$ cat src/hw/gpd_pkg.sv
// constants for the twelve-pin general purpose port
// assumes an aligned 32-bit register bus
package gpd_pkg;
    localparam int unsigned NUM_PINS = 12;
    localparam logic [11:0] OFS_CFG = 12'h1_e0;
    localparam logic [11:0] OFS_DATA_DIR = 12'h1_e4;
    localparam int unsigned DATA_LSB = 0;
    localparam int unsigned DIR_LSB = 16;
    localparam int unsigned BUF_LSB = 0;
    localparam int unsigned POL8_BIT = 12;
    localparam int unsigned POL9_BIT = 13;
    localparam int unsigned EVOE_LSB = 14;
    localparam logic [11:0] RST_DATA = 12'h0_00;
    localparam logic [11:0] RST_DIR = 12'h0_00;
    localparam logic [11:0] RST_BUF = 12'h0_00;
    localparam logic [1:0] RST_EVOE = 2'h0;
    localparam logic [1:0] RST_POL = 2'h3;
    localparam logic [1:0] RESP_OKAY = 2'h0;
    localparam logic [1:0] RESP_SLVERR = 2'h2;
endpackage : gpd_pkg

$ cat src/hw/gpd_pin_drive.sv
// output driver for one pin: direction, buffer type, event override
// assumes data, event and controls are registered upstream
`timescale 1ns/10ps
module gpd_pin_drive (
    input wire logic aclk,
    input wire logic aresetn,
    input wire logic dir,
    input wire logic push_pull,
    input wire logic data,
    input wire logic ev_en,
    input wire logic ev_pol,
    input wire logic ev_active,
    output logic pin_o,
    output logic pin_oe
);
    logic drive_en;
    logic level;
    always_comb begin
        drive_en = ev_en | dir;
        level = ev_en ? (ev_active ~^ ev_pol) : data;
    end
    always_ff @(posedge aclk) begin
        if (!aresetn) begin
            pin_o <= 1'b0;
            pin_oe <= 1'b0;
        end else begin
            pin_o <= level;
            // open drain drives low only, push/pull both ways
            pin_oe <= drive_en & (push_pull | ~level);
        end
    end
    property p_od_high_float;
        @(posedge aclk) disable iff (!aresetn)
        (!push_pull && level) |=> !pin_oe;
    endproperty
    a_od_high_float: assert property (p_od_high_float)
        else $error("open drain drove a high level");

    property p_pp_drive;
        @(posedge aclk) disable iff (!aresetn)
        (drive_en && push_pull) |=> (pin_oe && pin_o == $past(level));
    endproperty
    a_pp_drive: assert property (p_pp_drive)
        else $error("push/pull pin not driven both ways");
endmodule : gpd_pin_drive

$ cat src/hw/gpd_axil_slave.sv
// axi4-lite slave front end: one write and one read in flight
// assumes the register store answers combinationally on rd_data
`timescale 1ns/10ps
module gpd_axil_slave (
    input wire logic aclk,
    input wire logic aresetn,
    input wire logic [11:0] s_axi_awaddr,
    input wire logic s_axi_awvalid,
    output logic s_axi_awready,
    input wire logic [31:0] s_axi_wdata,
    input wire logic [3:0] s_axi_wstrb,
    input wire logic s_axi_wvalid,
    output logic s_axi_wready,
    output logic [1:0] s_axi_bresp,
    output logic s_axi_bvalid,
    input wire logic s_axi_bready,
    input wire logic [11:0] s_axi_araddr,
    input wire logic s_axi_arvalid,
    output logic s_axi_arready,
    output logic [31:0] s_axi_rdata,
    output logic [1:0] s_axi_rresp,
    output logic s_axi_rvalid,
    input wire logic s_axi_rready,
    output logic wr_en,
    output logic [11:0] wr_addr,
    output logic [31:0] wr_data,
    output logic [3:0] wr_strb,
    input wire logic wr_ok,
    output logic [11:0] rd_addr,
    input wire logic [31:0] rd_data,
    input wire logic rd_ok
);
    logic aw_have_q;
    logic w_have_q;
    logic rd_busy_q;
    always_comb begin
        wr_en = aw_have_q & w_have_q & ~s_axi_bvalid;
        rd_addr = s_axi_araddr;
    end
    always_ff @(posedge aclk) begin
        if (!aresetn) begin
            aw_have_q <= 1'b0;
            w_have_q <= 1'b0;
            wr_addr <= 12'h0_00;
            wr_data <= 32'h0000_0000;
            wr_strb <= 4'h0;
            s_axi_awready <= 1'b0;
            s_axi_wready <= 1'b0;
            s_axi_bvalid <= 1'b0;
            s_axi_bresp <= gpd_pkg::RESP_OKAY;
        end else begin
            s_axi_awready <= ~aw_have_q & ~s_axi_awready & ~s_axi_bvalid;
            s_axi_wready <= ~w_have_q & ~s_axi_wready & ~s_axi_bvalid;
            if (s_axi_awvalid && s_axi_awready) begin
                aw_have_q <= 1'b1;
                wr_addr <= s_axi_awaddr;
                s_axi_awready <= 1'b0;
            end
            if (s_axi_wvalid && s_axi_wready) begin
                w_have_q <= 1'b1;
                wr_data <= s_axi_wdata;
                wr_strb <= s_axi_wstrb;
                s_axi_wready <= 1'b0;
            end
            if (wr_en) begin
                aw_have_q <= 1'b0;
                w_have_q <= 1'b0;
                s_axi_bvalid <= 1'b1;
                s_axi_bresp <= wr_ok ? gpd_pkg::RESP_OKAY
                                     : gpd_pkg::RESP_SLVERR;
            end else if (s_axi_bvalid && s_axi_bready) begin
                s_axi_bvalid <= 1'b0;
            end
        end
    end
    always_ff @(posedge aclk) begin
        if (!aresetn) begin
            rd_busy_q <= 1'b0;
            s_axi_arready <= 1'b0;
            s_axi_rvalid <= 1'b0;
            s_axi_rdata <= 32'h0000_0000;
            s_axi_rresp <= gpd_pkg::RESP_OKAY;
        end else begin
            s_axi_arready <= ~rd_busy_q & ~s_axi_arready;
            if (s_axi_arvalid && s_axi_arready) begin
                rd_busy_q <= 1'b1;
                s_axi_arready <= 1'b0;
                s_axi_rvalid <= 1'b1;
                s_axi_rdata <= rd_data;
                s_axi_rresp <= rd_ok ? gpd_pkg::RESP_OKAY
                                     : gpd_pkg::RESP_SLVERR;
            end else if (s_axi_rvalid && s_axi_rready) begin
                s_axi_rvalid <= 1'b0;
                rd_busy_q <= 1'b0;
            end
        end
    end
endmodule : gpd_axil_slave

$ cat src/hw/gpd_top.sv
// twelve-pin general purpose port with event outputs on pins 8 and 9
// assumes pin inputs and event inputs synchronous to aclk
//
// Behaviour
// buffer bit 0 open drain, 1 push/pull
// open drain pulls low on 0, floats on 1
// event pins open drain follow polarity for drive
// direction bits 27:16, 1 means output
// output pin drives last written data bit
// input pin read returns sampled pin level
// output pin read returns last written value
// pins 11-10, 7-0 direction from direction bits
// pins 9, 8 direction also from event enable
// event enable forces event output, keeps buffer type
// event polarity 0 active low, resets to 1
// reserved data/direction bits read zero, ignore writes
//
// The implementer's own choice: the AXI4-Lite interface to the registers.
`timescale 1ns/10ps
module gpd_top (
    aclk,
    aresetn,
    s_axi_awaddr,
    s_axi_awvalid,
    s_axi_awready,
    s_axi_wdata,
    s_axi_wstrb,
    s_axi_wvalid,
    s_axi_wready,
    s_axi_bresp,
    s_axi_bvalid,
    s_axi_bready,
    s_axi_araddr,
    s_axi_arvalid,
    s_axi_arready,
    s_axi_rdata,
    s_axi_rresp,
    s_axi_rvalid,
    s_axi_rready,
    pin_i,
    pin_o,
    pin_oe,
    clock_event
);
    input wire logic aclk;
    input wire logic aresetn;
    input wire logic [11:0] s_axi_awaddr;
    input wire logic s_axi_awvalid;
    output logic s_axi_awready;
    input wire logic [31:0] s_axi_wdata;
    input wire logic [3:0] s_axi_wstrb;
    input wire logic s_axi_wvalid;
    output logic s_axi_wready;
    output logic [1:0] s_axi_bresp;
    output logic s_axi_bvalid;
    input wire logic s_axi_bready;
    input wire logic [11:0] s_axi_araddr;
    input wire logic s_axi_arvalid;
    output logic s_axi_arready;
    output logic [31:0] s_axi_rdata;
    output logic [1:0] s_axi_rresp;
    output logic s_axi_rvalid;
    input wire logic s_axi_rready;
    input wire logic [11:0] pin_i;
    output logic [11:0] pin_o;
    output logic [11:0] pin_oe;
    input wire logic [1:0] clock_event;

    logic [11:0] pin_data_bits_q;
    logic [11:0] pin_direction_bits_q;
    logic [11:0] pin_buffer_type_q;
    logic [1:0] event_oe_q;
    logic event_polarity_pin8_q;
    logic event_polarity_pin9_q;
    logic [11:0] pin_level_q;
    logic [1:0] event_q;
    logic [11:0] eff_dir;
    logic [11:0] ev_en_vec;
    logic [11:0] ev_pol_vec;
    logic [11:0] ev_act_vec;
    logic wr_en;
    logic [11:0] wr_addr;
    logic [31:0] wr_data;
    logic [3:0] wr_strb;
    logic wr_ok;
    logic [11:0] rd_addr;
    logic [31:0] rd_data;
    logic rd_ok;
    logic [31:0] cfg_word;
    logic [31:0] dd_word;
    logic [31:0] wmask;

    gpd_axil_slave u_bus (
        .aclk(aclk),
        .aresetn(aresetn),
        .s_axi_awaddr(s_axi_awaddr),
        .s_axi_awvalid(s_axi_awvalid),
        .s_axi_awready(s_axi_awready),
        .s_axi_wdata(s_axi_wdata),
        .s_axi_wstrb(s_axi_wstrb),
        .s_axi_wvalid(s_axi_wvalid),
        .s_axi_wready(s_axi_wready),
        .s_axi_bresp(s_axi_bresp),
        .s_axi_bvalid(s_axi_bvalid),
        .s_axi_bready(s_axi_bready),
        .s_axi_araddr(s_axi_araddr),
        .s_axi_arvalid(s_axi_arvalid),
        .s_axi_arready(s_axi_arready),
        .s_axi_rdata(s_axi_rdata),
        .s_axi_rresp(s_axi_rresp),
        .s_axi_rvalid(s_axi_rvalid),
        .s_axi_rready(s_axi_rready),
        .wr_en(wr_en),
        .wr_addr(wr_addr),
        .wr_data(wr_data),
        .wr_strb(wr_strb),
        .wr_ok(wr_ok),
        .rd_addr(rd_addr),
        .rd_data(rd_data),
        .rd_ok(rd_ok)
    );

    // byte enables to bit mask
    always_comb begin
        wmask = {{8{wr_strb[3]}}, {8{wr_strb[2]}},
                 {8{wr_strb[1]}}, {8{wr_strb[0]}}};
        wr_ok = (wr_addr == gpd_pkg::OFS_CFG) ||
                (wr_addr == gpd_pkg::OFS_DATA_DIR);
        rd_ok = (rd_addr == gpd_pkg::OFS_CFG) ||
                (rd_addr == gpd_pkg::OFS_DATA_DIR);
    end

    // data and direction register
    always_ff @(posedge aclk) begin
        if (!aresetn) begin
            pin_data_bits_q <= gpd_pkg::RST_DATA;
            pin_direction_bits_q <= gpd_pkg::RST_DIR;
        end else if (wr_en && wr_addr == gpd_pkg::OFS_DATA_DIR) begin
            for (int i = 0; i < 12; i++) begin
                if (wmask[gpd_pkg::DATA_LSB + i]) begin
                    pin_data_bits_q[i] <=
                        wr_data[gpd_pkg::DATA_LSB + i];
                end
                if (wmask[gpd_pkg::DIR_LSB + i]) begin
                    pin_direction_bits_q[i] <=
                        wr_data[gpd_pkg::DIR_LSB + i];
                end
            end
        end
    end

    // configuration register
    always_ff @(posedge aclk) begin
        if (!aresetn) begin
            pin_buffer_type_q <= gpd_pkg::RST_BUF;
            event_oe_q <= gpd_pkg::RST_EVOE;
            event_polarity_pin8_q <= gpd_pkg::RST_POL[0];
            event_polarity_pin9_q <= gpd_pkg::RST_POL[1];
        end else if (wr_en && wr_addr == gpd_pkg::OFS_CFG) begin
            for (int i = 0; i < 12; i++) begin
                if (wmask[gpd_pkg::BUF_LSB + i]) begin
                    pin_buffer_type_q[i] <=
                        wr_data[gpd_pkg::BUF_LSB + i];
                end
            end
            if (wmask[gpd_pkg::POL8_BIT]) begin
                event_polarity_pin8_q <= wr_data[gpd_pkg::POL8_BIT];
            end
            if (wmask[gpd_pkg::POL9_BIT]) begin
                event_polarity_pin9_q <= wr_data[gpd_pkg::POL9_BIT];
            end
            if (wmask[gpd_pkg::EVOE_LSB + 1]) begin
                event_oe_q <= wr_data[gpd_pkg::EVOE_LSB +: 2];
            end
        end
    end

    // input sampling
    always_ff @(posedge aclk) begin
        if (!aresetn) begin
            pin_level_q <= 12'h0_00;
            event_q <= 2'h0;
        end else begin
            pin_level_q <= pin_i;
            event_q <= clock_event;
        end
    end

    // event override applies to pins 8 and 9 only
    always_comb begin
        ev_en_vec = {2'h0, event_oe_q, 8'h00};
        ev_pol_vec = {2'h0, event_polarity_pin9_q,
                      event_polarity_pin8_q, 8'h00};
        ev_act_vec = {2'h0, event_q, 8'h00};
        eff_dir = pin_direction_bits_q | ev_en_vec;
    end

    // read-back word
    always_comb begin
        dd_word = 32'h0000_0000;
        for (int i = 0; i < 12; i++) begin
            dd_word[gpd_pkg::DATA_LSB + i] = eff_dir[i] ?
                pin_data_bits_q[i] : pin_level_q[i];
            dd_word[gpd_pkg::DIR_LSB + i] = pin_direction_bits_q[i];
        end
        cfg_word = 32'h0000_0000;
        cfg_word[gpd_pkg::BUF_LSB +: 12] = pin_buffer_type_q;
        cfg_word[gpd_pkg::POL8_BIT] = event_polarity_pin8_q;
        cfg_word[gpd_pkg::POL9_BIT] = event_polarity_pin9_q;
        cfg_word[gpd_pkg::EVOE_LSB +: 2] = event_oe_q;
        if (rd_addr == gpd_pkg::OFS_DATA_DIR) begin
            rd_data = dd_word;
        end else if (rd_addr == gpd_pkg::OFS_CFG) begin
            rd_data = cfg_word;
        end else begin
            rd_data = 32'h0000_0000;
        end
    end

    genvar g;
    generate
        for (g = 0; g < 12; g++) begin : g_pin
            gpd_pin_drive u_drv (
                .aclk(aclk),
                .aresetn(aresetn),
                .dir(pin_direction_bits_q[g]),
                .push_pull(pin_buffer_type_q[g]),
                .data(pin_data_bits_q[g]),
                .ev_en(ev_en_vec[g]),
                .ev_pol(ev_pol_vec[g]),
                .ev_active(ev_act_vec[g]),
                .pin_o(pin_o[g]),
                .pin_oe(pin_oe[g])
            );
        end
    endgenerate

    property p_out_follows_data;
        @(posedge aclk) disable iff (!aresetn)
        (pin_direction_bits_q[0] && pin_buffer_type_q[0])
            |=> (pin_oe[0] && pin_o[0] == $past(pin_data_bits_q[0]));
    endproperty
    a_out_follows_data: assert property (p_out_follows_data)
        else $error("output pin does not follow data bit");

    property p_input_undriven;
        @(posedge aclk) disable iff (!aresetn)
        (!pin_direction_bits_q[3]) |=> !pin_oe[3];
    endproperty
    a_input_undriven: assert property (p_input_undriven)
        else $error("input pin is driven");

    property p_od_low;
        @(posedge aclk) disable iff (!aresetn)
        (pin_direction_bits_q[1] && !pin_buffer_type_q[1]
            && !pin_data_bits_q[1]) |=> (pin_oe[1] && !pin_o[1]);
    endproperty
    a_od_low: assert property (p_od_low)
        else $error("open drain low not driven");

    property p_od_float;
        @(posedge aclk) disable iff (!aresetn)
        (!pin_buffer_type_q[2] && pin_data_bits_q[2]
            && pin_direction_bits_q[2]) |=> !pin_oe[2];
    endproperty
    a_od_float: assert property (p_od_float)
        else $error("open drain high was driven");

    property p_ev_force;
        @(posedge aclk) disable iff (!aresetn)
        (event_oe_q[0] && pin_buffer_type_q[8]) |=> pin_oe[8];
    endproperty
    a_ev_force: assert property (p_ev_force)
        else $error("event enable did not force output");

    property p_ev_od_idle;
        @(posedge aclk) disable iff (!aresetn)
        (event_oe_q[1] && !pin_buffer_type_q[9] && !event_polarity_pin9_q
            && !event_q[1]) |=> !pin_oe[9];
    endproperty
    a_ev_od_idle: assert property (p_ev_od_idle)
        else $error("idle low-polarity event pin driven");

    property p_read_input;
        @(posedge aclk) disable iff (!aresetn)
        (s_axi_arvalid && s_axi_arready && s_axi_araddr ==
            gpd_pkg::OFS_DATA_DIR && !eff_dir[4])
            |=> (s_axi_rdata[4] == $past(pin_level_q[4]));
    endproperty
    a_read_input: assert property (p_read_input)
        else $error("input read-back wrong");

    property p_read_output;
        @(posedge aclk) disable iff (!aresetn)
        (s_axi_arvalid && s_axi_arready && s_axi_araddr ==
            gpd_pkg::OFS_DATA_DIR && eff_dir[5])
            |=> (s_axi_rdata[5] == $past(pin_data_bits_q[5]));
    endproperty
    a_read_output: assert property (p_read_output)
        else $error("output read-back wrong");

    property p_reserved_zero;
        @(posedge aclk) disable iff (!aresetn)
        (s_axi_arvalid && s_axi_arready && s_axi_araddr ==
            gpd_pkg::OFS_DATA_DIR) |=> (s_axi_rdata[31:28] == 4'h0
            && s_axi_rdata[15:12] == 4'h0);
    endproperty
    a_reserved_zero: assert property (p_reserved_zero)
        else $error("reserved bits not zero");
endmodule : gpd_top

$ cat config.mk
export PLATFORM = sky130hd
export DESIGN_NAME = gpd_top
export DESIGN_NICKNAME = d
export VERILOG_FILES = /design/src/hw/gpd_pkg.sv /design/src/hw/gpd_pin_drive.sv /design/src/hw/gpd_axil_slave.sv /design/src/hw/gpd_top.sv
export SDC_FILE = /design/constraint.sdc
export NUM_CORES = 1
export LEC_CHECK = 0
export ABC_AREA = 1
export BUFFER_PORTS_ARGS = -buffer_cell sky130_fd_sc_hd__buf_2
export CORE_ASPECT_RATIO = 0.7
export CORE_UTILIZATION = 58
export CTS_BUF_LIST = sky130_fd_sc_hd__clkbuf_16
export DETAILED_ROUTE_END_ITERATION = 6
export PLACE_DENSITY = 0.85
export SYNTH_ARGS = -nofsm -noshare
export SYNTH_HDL_FRONTEND = slang
export SYNTH_SLANG_ARGS = --single-unit
$ cat constraint.sdc
create_clock -name aclk -period 3.53 [get_ports aclk]
set_input_delay 0.8825 -clock aclk [delete_from_list [all_inputs] [get_ports aclk]]
set_output_delay 0.8825 -clock aclk [all_outputs]
set_load 0.03 [all_outputs]
; ---- Yosys cells after proc, flatten, opt, wreduce, memory -nomap -nowiden
; Cells that the tools add are included.
[op_classes]
eq_ne = 4
muxes = 22
bitwise_logic = 56
n_reduce_logical = 21
[op_table]
columns = operator, n
row1 = equality test 12 x 9 -> 1 bit (second input constant), 4
row2 = two-way mux 28 bit, 1
row3 = inverter 1 bit, 20
row4 = bitwise AND 1 bit, 19
row5 = two-way mux 1 bit, 18
row6 = two-way mux 16 bit, 1
row7 = bitwise OR 1 bit, 14
row8 = bitwise OR 12 x 10 -> 12 bit, 1
row9 = AND reduction 2 bit, 6
row10 = OR reduction 2 bit, 4
row11 = logical AND 1 bit, 7
row12 = two-way mux 2 bit, 2
row13 = nonzero test 2 bit, 2
row14 = logical OR 1 bit, 2
row15 = bitwise XNOR 1 bit, 2
[totals]
register_bits = 165
output_inout_bits = 65

; ---- Depth between registers and ports, before layout
; Gate-level depths: netlist of run 1.
[logic_depth]
depth_word = 5
ltp_mapped = 10

; ---- Hierarchy
; Synthesis of run 1 repeated with hierarchy kept, for this count alone.
[hier_totals]
hier_cells = 1007
hier_area_um2 = 6924.1
[modules_own_cells]
columns = mod, instances, cells_each, area_each_um2, seq_area_each_um2
row1 = gpd_axil_slave, 1, 403, 3199.3, 1781.7
row2 = gpd_top, 1, 400, 2508.7, 1081.0
row3 = gpd_pin_drive, 12, 17, 101.3, 40.0

; ---- Worst setup path before layout of run 1
; Ideal clock, no wire load.
[synth_path]
path_kind = input to register
start = input s_axi_araddr[9]
end = register u_bus.s_axi_rresp[1]
arrival_time_ns = 1.824
required_ns = 3.398
slack_ns = 1.573
cell_stages = 9
n_path_buf = 1
cell_sequence = inv_1 > nand2_1 > nor2_1 > nand2_1 > nor2_2 > buf_2 > inv_1 > nand3_1 > a21oi_1
[synth_between]
elab_chain_len = 3
[synth_lines]
columns = element, line
row1 = from (decl), gpd_top.sv:57  ; input wire logic [11:0] s_axi_araddr;
row2 = "equality test 12 x 9 -> 1 bit, on equally long branches", "gpd_top.sv:129, gpd_top.sv:130"
row3 = logical OR 1 bit (*), gpd_top.sv:129  ; rd_ok = (rd_addr == gpd_pkg::OFS_CFG) ||
row4 = two-way mux 2 bit (*), gpd_axil_slave.sv:90  ; s_axi_rresp <= rd_ok ? gpd_pkg::RESP_OKAY
row5 = to (signal assigned), gpd_axil_slave.sv:82  ; s_axi_rresp <= gpd_pkg::RESP_OKAY;
row6 = to (signal assigned), gpd_axil_slave.sv:90
row7 = to (decl), gpd_axil_slave.sv:21  ; output logic [1:0] s_axi_rresp,
; Every way passes the cells marked *; elsewhere a longest branch is shown, timed or not.
; A chain may end at the register's enable or synchronous reset.

; ---- Final worst setup path of run 1
[layout_path]
start = register u_bus.s_axi_bvalid
end = output s_axi_bvalid
[layout_lines]
columns = element, line
row1 = from (decl), gpd_axil_slave.sv:15  ; output logic s_axi_bvalid,
row2 = from (signal assigned), gpd_axil_slave.sv:49  ; s_axi_bvalid <= 1'b0;
row3 = from (signal assigned), gpd_axil_slave.sv:68  ; s_axi_bvalid <= 1'b1;
row4 = from (signal assigned), gpd_axil_slave.sv:72  ; s_axi_bvalid <= 1'b0;
row5 = to (decl), gpd_top.sv:55  ; output logic s_axi_bvalid;
; No word-level cell between the ends.

==> results of run 1 <==
==> power breakdown <==
part           switching, mW  internal [mW]  total, mW  leakage (nW)
logic                  0.186         0.0996      0.286          2.31
registers             0.0406           1.86       1.90          1.29
clock network          0.733           1.04       1.77         0.278
==> final cells by class <==
| cell class | count | share of cell area [%] |
|---|---|---|
| Clock buffer | 17 | 5.74 |
| Clock inverter | 13 | 1.92 |
| Sequential cell | 159 | 42.9 |
| Inverter | 101 | 5.11 |
| Multi-Input combinational cell | 542 | 31.9 |
| Tap cell | 132 | 2.23 |
| Timing Repair Buffer | 145 | 10.1 |
==> kinds of logic after synthesis <==
kind of cell,count (synthesis),synth area share [%]
simple gates,437,28.9
buf+inv,169,12.0
flops,159,50.6
compound gates,97,8.12
xor+xnor,2,0.279
other cells,1,0.0597
==> stage by stage <==
stage | total power [mW] | util, %
6_report | 3.95 | 71.0
5_1_grt | 4.09 | 71.0
2_1_floorplan | 2.12 | -
4_1_cts | 3.96 | 71.0
3_5_place_dp | 2.22 | 65.6
3_3_place_gp | 2.21 | 65.6
==> worst min-delay path by stage <==
| stage | startpoint | to | slack [ns] | depth (start not counted) |
|---|---|---|---|---|
| floorplan | u_bus.aw_have_q | u_bus.s_axi_awready | 0.40 | 1 |
| global route | pin_data_bits_q[10] | g_pin[10].u_drv.pin_o | 0.46 | 2 |
| CTS | u_bus.w_have_q | u_bus.s_axi_wready | 0.43 | 1 |
| global placement | u_bus.aw_have_q | u_bus.s_axi_awready | 0.41 | 1 |
| finish | u_bus.aw_have_q | u_bus.s_axi_awready | 0.43 | 1 |
| detailed placement | u_bus.w_have_q | u_bus.s_axi_wready | 0.41 | 1 |
==> sequential cells by signal, summed over array words and instances, names as in the netlist <==
name and flops:
u_bus.s_axi_rdata 28, u_bus.wr_data 28, g_pin.u_drv.pin_o 12, g_pin.u_drv.pin_oe 12
pin_buffer_type_q 12, pin_data_bits_q 12, pin_direction_bits_q 12, pin_level_q 12
u_bus.wr_addr 12, u_bus.wr_strb 4, event_oe_q 2, event_q 2
event_polarity_pin8_q 1, event_polarity_pin9_q 1, u_bus.aw_have_q 1, u_bus.rd_busy_q 1
u_bus.s_axi_arready 1, u_bus.s_axi_awready 1, u_bus.s_axi_bresp 1, u_bus.s_axi_bvalid 1
u_bus.s_axi_rresp 1, u_bus.s_axi_wready 1, u_bus.w_have_q 1
==> layout by cell type (no fill, tap or decap), types with 5 or more instances in the layout <==
master / netlist / layout
nor2_1: 196 / 196
nand2_1: 181 / 181
dfxtp_1: 159 / 159
buf_2: 7 / 135
inv_1: 101 / 102
o21ai_0: 60 / 60
nand3_1: 32 / 32
a21oi_1: 27 / 27
clkbuf_16: 0 / 17
nand4_1: 15 / 15
a211oi_1: 10 / 10
buf_4: 30 / 10
conb_1: 1 / 6
clkinv_4: 0 / 5
==> metal layers <==
layer  GRT usage [%]  wire length [um]  up-vias
li1                -                 -     2835
met5               0                 0        -
met4            9.42               157        0
met2            45.0              6720      206
met3            6.40              1160       18
met1            34.3              6360     2475
==> results.json, run 1 <==
{
  "critPathLaunchType": "flip-flop",
  "grt_usage_pct": 26.7,
  "die_h_um": 89.1,
  "design_area_um2": 7410,
  "cts_max_level": 4,
  "hold-worst-slack_ns": 0.432,
  "cts_resized": 0,
  "clk_latency_ns": 0.42,
  "peakVddDrop_v": 0.000384,
  "post_cts_buffers": 0,
  "grt_antenna_before_repair": 0,
  "start_util_pct": 60.2,
  "synth-seq-cells": 159,
  "rows": 31,
  "synth_warnings": 0,
  "area_growth_syn_to_layout_pct": 17.9,
  "rrSetupSlack_ns": 1.74,
  "reg2reg_to": "u_bus.s_axi_rdata[11]",
  "netlist_area_um2": 6290,
  "p_per_area_nw_per_um2": 533,
  "dr.pass1.iters": 6,
  "slew_headroom_pct": 33.7,
  "setup_viol": 0,
  "finalNetCount": 1047,
  "detailed_place.area_um2": 6840,
  "post-route-period-util_pct": 56.4,
  "ios": 146,
  "crit_arrival_ns": 1.11,
  "synth_top_area_share_pct": 50.6,
  "synth_area_leaders": "dfxtp_1 (51%), nor2_1 (12%), nand2_1 (11%), inv_1 (6.0%), o21ai_0 (4.8%)",
  "drt_iter0_drc": 429,
  "worstMarginPinSlew_ns": 0.993,
  "hold_violations": 0,
  "post_drt_wl_per_cell_um": 13.0,
  "critPathRequiredTime_ns": 2.65,
  "grt_pass1_vias": 4795,
  "layoutNonFillerInstCount": 1109,
  "postSynthAreaPerCell_um2": 7.27,
  "antenna_cells": 0,
  "skew_ns": 0.00938,
  "cp-end-kind": "primary output",
  "clk_pin_slew_ns": 0.06,
  "seq_area_frac_synth_pct": 50.6,
  "numPortBuffers": 135,
  "max_stage_delay_ns": 0.44,
  "criticalPathCategory": "reg2out",
  "core_area_um2": 10400,
  "drive_above_1_share_pct": 18.6,
  "drc": 0,
  "startpoint": "u_bus.s_axi_bvalid",
  "maxCapViolCount": 0,
  "synthFlopType": "dfxtp_1",
  "p_leak_nw": 3.88,
  "holdBufCountCts": 0,
  "fin_crit_ns": 1.99,
  "worstHoldPathType": "reg2reg",
  "fin_setup_tns_ns": 0,
  "synth_top_area_cell": "dfxtp_1",
  "seq_area_um2": 3180,
  "tritoncts": "built",
  "fp.dieW_um": 126,
  "yosysMostFrequentCell": "nor2_1",
  "multi_input_area_um2": 2370,
  "cts_num_sinks": 159,
  "path_cells": "buf_2",
  "rr_startpoint": "u_bus.s_axi_arready",
  "outcome": "completed",
  "rr_worst_depth": 6,
  "final_antenna_net_count": 0,
  "grt_max_degree": 78,
  "async_reset_ff_share_pct": 0,
  "setup_ws_ns": 1.54,
  "fill_cells": 867,
  "cts_buffers": 17,
  "crit_fanout": 5,
  "critPathBufInv": 1,
  "slowest_stage": "dfxtp_1",
  "preCtsSetupSlack_ns": 1.20,
  "path_delay_family": "flip-flops",
  "gp_congestion": 0.841,
  "die-area_um2": 11300,
  "fmax_ghz": 0.502,
  "synth_common_cells": "nor2_1 (196), nand2_1 (181), dfxtp_1 (159)",
  "synth_edf_count": 0,
  "clk_path_buf_depth": 2,
  "ys_types": 23,
  "place_inst": 1079,
  "hpwl_um": 9510,
  "crit_end": "s_axi_bvalid",
  "vias": 5534,
  "routed_wl_um": 14400,
  "grt_setup_unrepaired": "false",
  "drv_slew": 0,
  "grt_pass1_wl_um": 23000,
  "routed_via_density": 4.99,
  "root_buffer": "clkbuf_16",
  "synth_cells": 865,
  "grt_overflow_total": 0,
  "path_depth": 1
}
No activity file was read; power rests on OpenSTA's default activity.
==> inputs of run 2 (changes only) <==
--- a/config.mk
+++ b/config.mk
@@ -5,13 +5,13 @@
 export SDC_FILE = /design/constraint.sdc
 export NUM_CORES = 1
 export LEC_CHECK = 0
-export ABC_AREA = 1
+export ABC_AREA = 0
 export BUFFER_PORTS_ARGS = -buffer_cell sky130_fd_sc_hd__buf_2
 export CORE_ASPECT_RATIO = 0.7
-export CORE_UTILIZATION = 58
+export CORE_UTILIZATION = 48
 export CTS_BUF_LIST = sky130_fd_sc_hd__clkbuf_16
 export DETAILED_ROUTE_END_ITERATION = 6
-export PLACE_DENSITY = 0.85
+export PLACE_DENSITY = 0.76
 export SYNTH_ARGS = -nofsm -noshare
 export SYNTH_HDL_FRONTEND = slang
 export SYNTH_SLANG_ARGS = --single-unit
==> constraint.sdc (replaced) <==
create_clock -name aclk -period 1.69 [get_ports aclk]
set_input_delay 0.4225 -clock aclk [delete_from_list [all_inputs] [get_ports aclk]]
set_output_delay 0.4225 -clock aclk [all_outputs]
set_load 0.03 [all_outputs]
==> run 2 against run 1 <==
Effect of this change: the flow now finishes with violations (setup timing); global-route usage down 4.7 points; sequential cell count unchanged; synthesized cell count down 21%; via count down 13%; total power up 110%; combinational power up 84%; sequential share of layout area down 0.79 points; design area up 1.9%; hold slack worse by 0.22 ns; wire length down 4.0%.
==> results.json, run 2 <==
{
  "outcome": "complete, but fails checks",
  "violations": "setup timing",
  "pwr-share-comb_pct": 6.3,
  "fin_crit_ns": 2.01,
  "cts_max_level": 4,
  "power_frac_seq_pct": 46.9,
  "die_h_um": 96.3,
  "critPathRequiredTime_ns": 2.03,
  "fill_cells": 1118,
  "synth_area_leaders": "dfxtp_1 (52%), nand2_1 (12%), mux2i_1 (8.5%), a21boi_1 (3.7%), buf_4 (3.7%)",
  "peakVddDrop_v": 0.000813,
  "synth-compound-area-share_pct": 11.7,
  "async_reset_ff_share_pct": 0,
  "criticalPathCategory": "reg2reg",
  "yosysMostFrequentCell": "nand2_1",
  "post-route-period-util_pct": 119,
  "fin_setup_tns_ns": -8.25,
  "cp-end-kind": "flip-flop",
  "vias": 4803,
  "setup_viol": 40,
  "synth_edf_count": 0,
  "grt_setup_unrepaired": "true",
  "grt_max_degree": 51,
  "final_antenna_net_count": 0,
  "post_drt_wl_per_cell_um": 14.2,
  "grt_overflow_total": 0,
  "root_buffer": "clkbuf_16",
  "final_cell_mix": "nand2_1 (187), dfxtp_1 (158), buf_2 (134)",
  "synth_xor_area_share_pct": 0.287,
  "mostFrequentLayoutCell": "nand2_1",
  "area_growth_syn_to_layout_pct": 23.8,
  "synth-seq-cells": 159,
  "crit_arrival_ns": 2.34,
  "synth_common_cells": "nand2_1 (191), dfxtp_1 (159), mux2i_1 (52)",
  "synth-simple-area-share_pct": 19.6,
  "seq_area_frac_synth_pct": 52.2,
  "critPathLaunchType": "flip-flop",
  "synth_mux_area_share_pct": 8.53,
  "start_util_pct": 49.1,
  "path_cells": "or4_4, or4_4, nor3b_4, buf_6, mux2i_1",
  "synth_cells": 683,
  "grt_pass1_wl_um": 21900,
  "hpwl_um": 9930,
  "largest_registers": "u_bus.s_axi_rdata (28), u_bus.wr_data (28)",
  "crit_fanout": 8,
  "ios": 146,
  "skew_ns": 0.0137,
  "synth_fa_ha_area_share_pct": 0,
  "grt_pass1_vias": 4384,
  "clk_pin_slew_ns": 0.06,
  "die-area_um2": 13200,
  "seq_area_um2": 3180,
  "drc": 0,
  "synthFlopType": "dfxtp_1",
  "numPortBuffers": 135,
  "synth_warnings": 0,
  "fp.dieW_um": 137,
  "postSynthAreaPerCell_um2": 8.93,
  "drv_slew": 0,
  "synth_top_area_cell": "dfxtp_1",
  "grt_usage_pct": 22.1,
  "slew_headroom_pct": 57.0,
  "core_area_um2": 12400,
  "worstMarginPinSlew_ns": 0.640,
  "p_sw_share_pct": 21.6,
  "intPower_mw": 6.50,
  "worstHoldPathType": "in2reg",
  "p_clk_share_pct": 46.8,
  "gp_congestion": 0.783,
  "cts_num_sinks": 159,
  "routed_via_density": 4.93,
  "fmax_ghz": 0.498,
  "tritoncts": "built",
  "netSwitchingPower_mw": 1.79,
  "holdBufCountCts": 0,
  "clk_latency_ns": 0.41,
  "multi_input_area_um2": 2540,
  "cpMostUsedCell": "or4_4",
  "setup_ws_ns": -0.316,
  "cts_buffers": 17,
  "ys_types": 39,
  "rows": 34,
  "maxCapViolCount": 0,
  "drt_iter0_drc": 249,
  "dr.pass1.iters": 5,
  "p_leak_nw": 3.33,
  "grt_antenna_before_repair": 3,
  "hold-worst-slack_ns": 0.217,
  "synth_top_family_by_area": "simple AND/OR/NAND/NOR gates",
  "hold_violations": 0,
  "p_per_area_nw_per_um2": 1100,
  "netlist_area_um2": 6100,
  "routed_wl_um": 13800,
  "slowest_stage": "or4_4",
  "clk_path_buf_depth": 2,
  "max_stage_delay_ns": 0.53,
  "finalNetCount": 880,
  "synth_top_area_share_pct": 52.2,
  "drive_above_1_share_pct": 24.9
}
run 2: changes by cell type after synthesis, sizes merged, moves of 5 or more:
cell    previous run  this run
a21oi             27        32
nand2            181       191
nand4             19         1
mux2i              0        52
nor2b              0         5
nor2             199        24
inv              101        22
nand3             32         8
and2               0        21
o21ai             60        11
a21boi             0        50
run 2: kinds of logic after synthesis:
logic type / count (synthesis)
simple gates: 271
flops: 159
compound gates: 108
buf+inv: 90
mux: 52
xor+xnor: 2
other cells: 1
run 2: critical path: cells and delay by family, from the launching register on:
family	cells	cell delay, ns
simple gates	3	1.21
flops	1	0.32
mux	1	0.21
buf+inv	1	0.18
run 2: cell type report:
class | count | area share, %
antenna | 1 | 0.0331
clock buffer | 17 | 5.63
clock inverter | 15 | 2.35
inverter | 22 | 1.09
multi-input combinational | 439 | 33.6
sequential | 159 | 42.1
tap | 162 | 2.68
timing repair buffer | 160 | 12.4
run 2: worst paths after layout:
kind	from	to	slack, ns	cells after the start
worst max-delay path	u_bus.wr_addr[0]	pin_buffer_type_q[10]	-0.32	5
worst min-delay path	pin_i[7]	pin_level_q[7]	0.22	2
worst max register to register	u_bus.wr_addr[0]	pin_buffer_type_q[10]	-0.32	5
worst min register to register	u_bus.rd_busy_q	u_bus.s_axi_arready	0.44	1
run 2: what timing repair did:
item | CTS | global route
setup endpoints to repair | 40 | 40
pin swaps | 3 | 1
resized for setup | 10 | 5
endpoints found under the hold margin | 0 | 0
buffers inserted | 2 | 1
run 2: through the flow:
step | worst slack [ns] | std cells | utilization [%] | area, um^2 | power (mW)
finish | -0.316 | 975 | 60.8 | 7550 | 8.29
global route | -0.395 | 974 | 60.8 | 7550 | 8.58
CTS | -0.306 | 973 | 60.5 | 7520 | 8.36
detailed placement | -0.289 | 939 | 55.1 | 6840 | 4.49
global placement | -0.252 | 939 | 55.1 | 6840 | 4.48
floorplan | -0.167 | 688 | - | 6130 | 4.28
run 2: routing by layer:
layer | routed length (um) | part of all wire, % | track usage [%]
met4 | 170 | 1.2 | 9.26
met3 | 990 | 7.2 | 5.95
met5 | 23 | 0.17 | 0
met2 | 5510 | 40 | 31.6
met1 | 7120 | 52 | 31.0
run 2: power groups by stage:
stage | Combinational (mW) | Sequential (mW) | Clock (mW)
2_1_floorplan | 0.291 | 3.99 | 0
3_3_place_gp | 0.519 | 3.96 | 0
3_5_place_dp | 0.525 | 3.97 | 0
4_1_cts | 0.528 | 3.89 | 3.94
5_1_grt | 0.588 | 3.90 | 4.10
6_report | 0.525 | 3.89 | 3.88
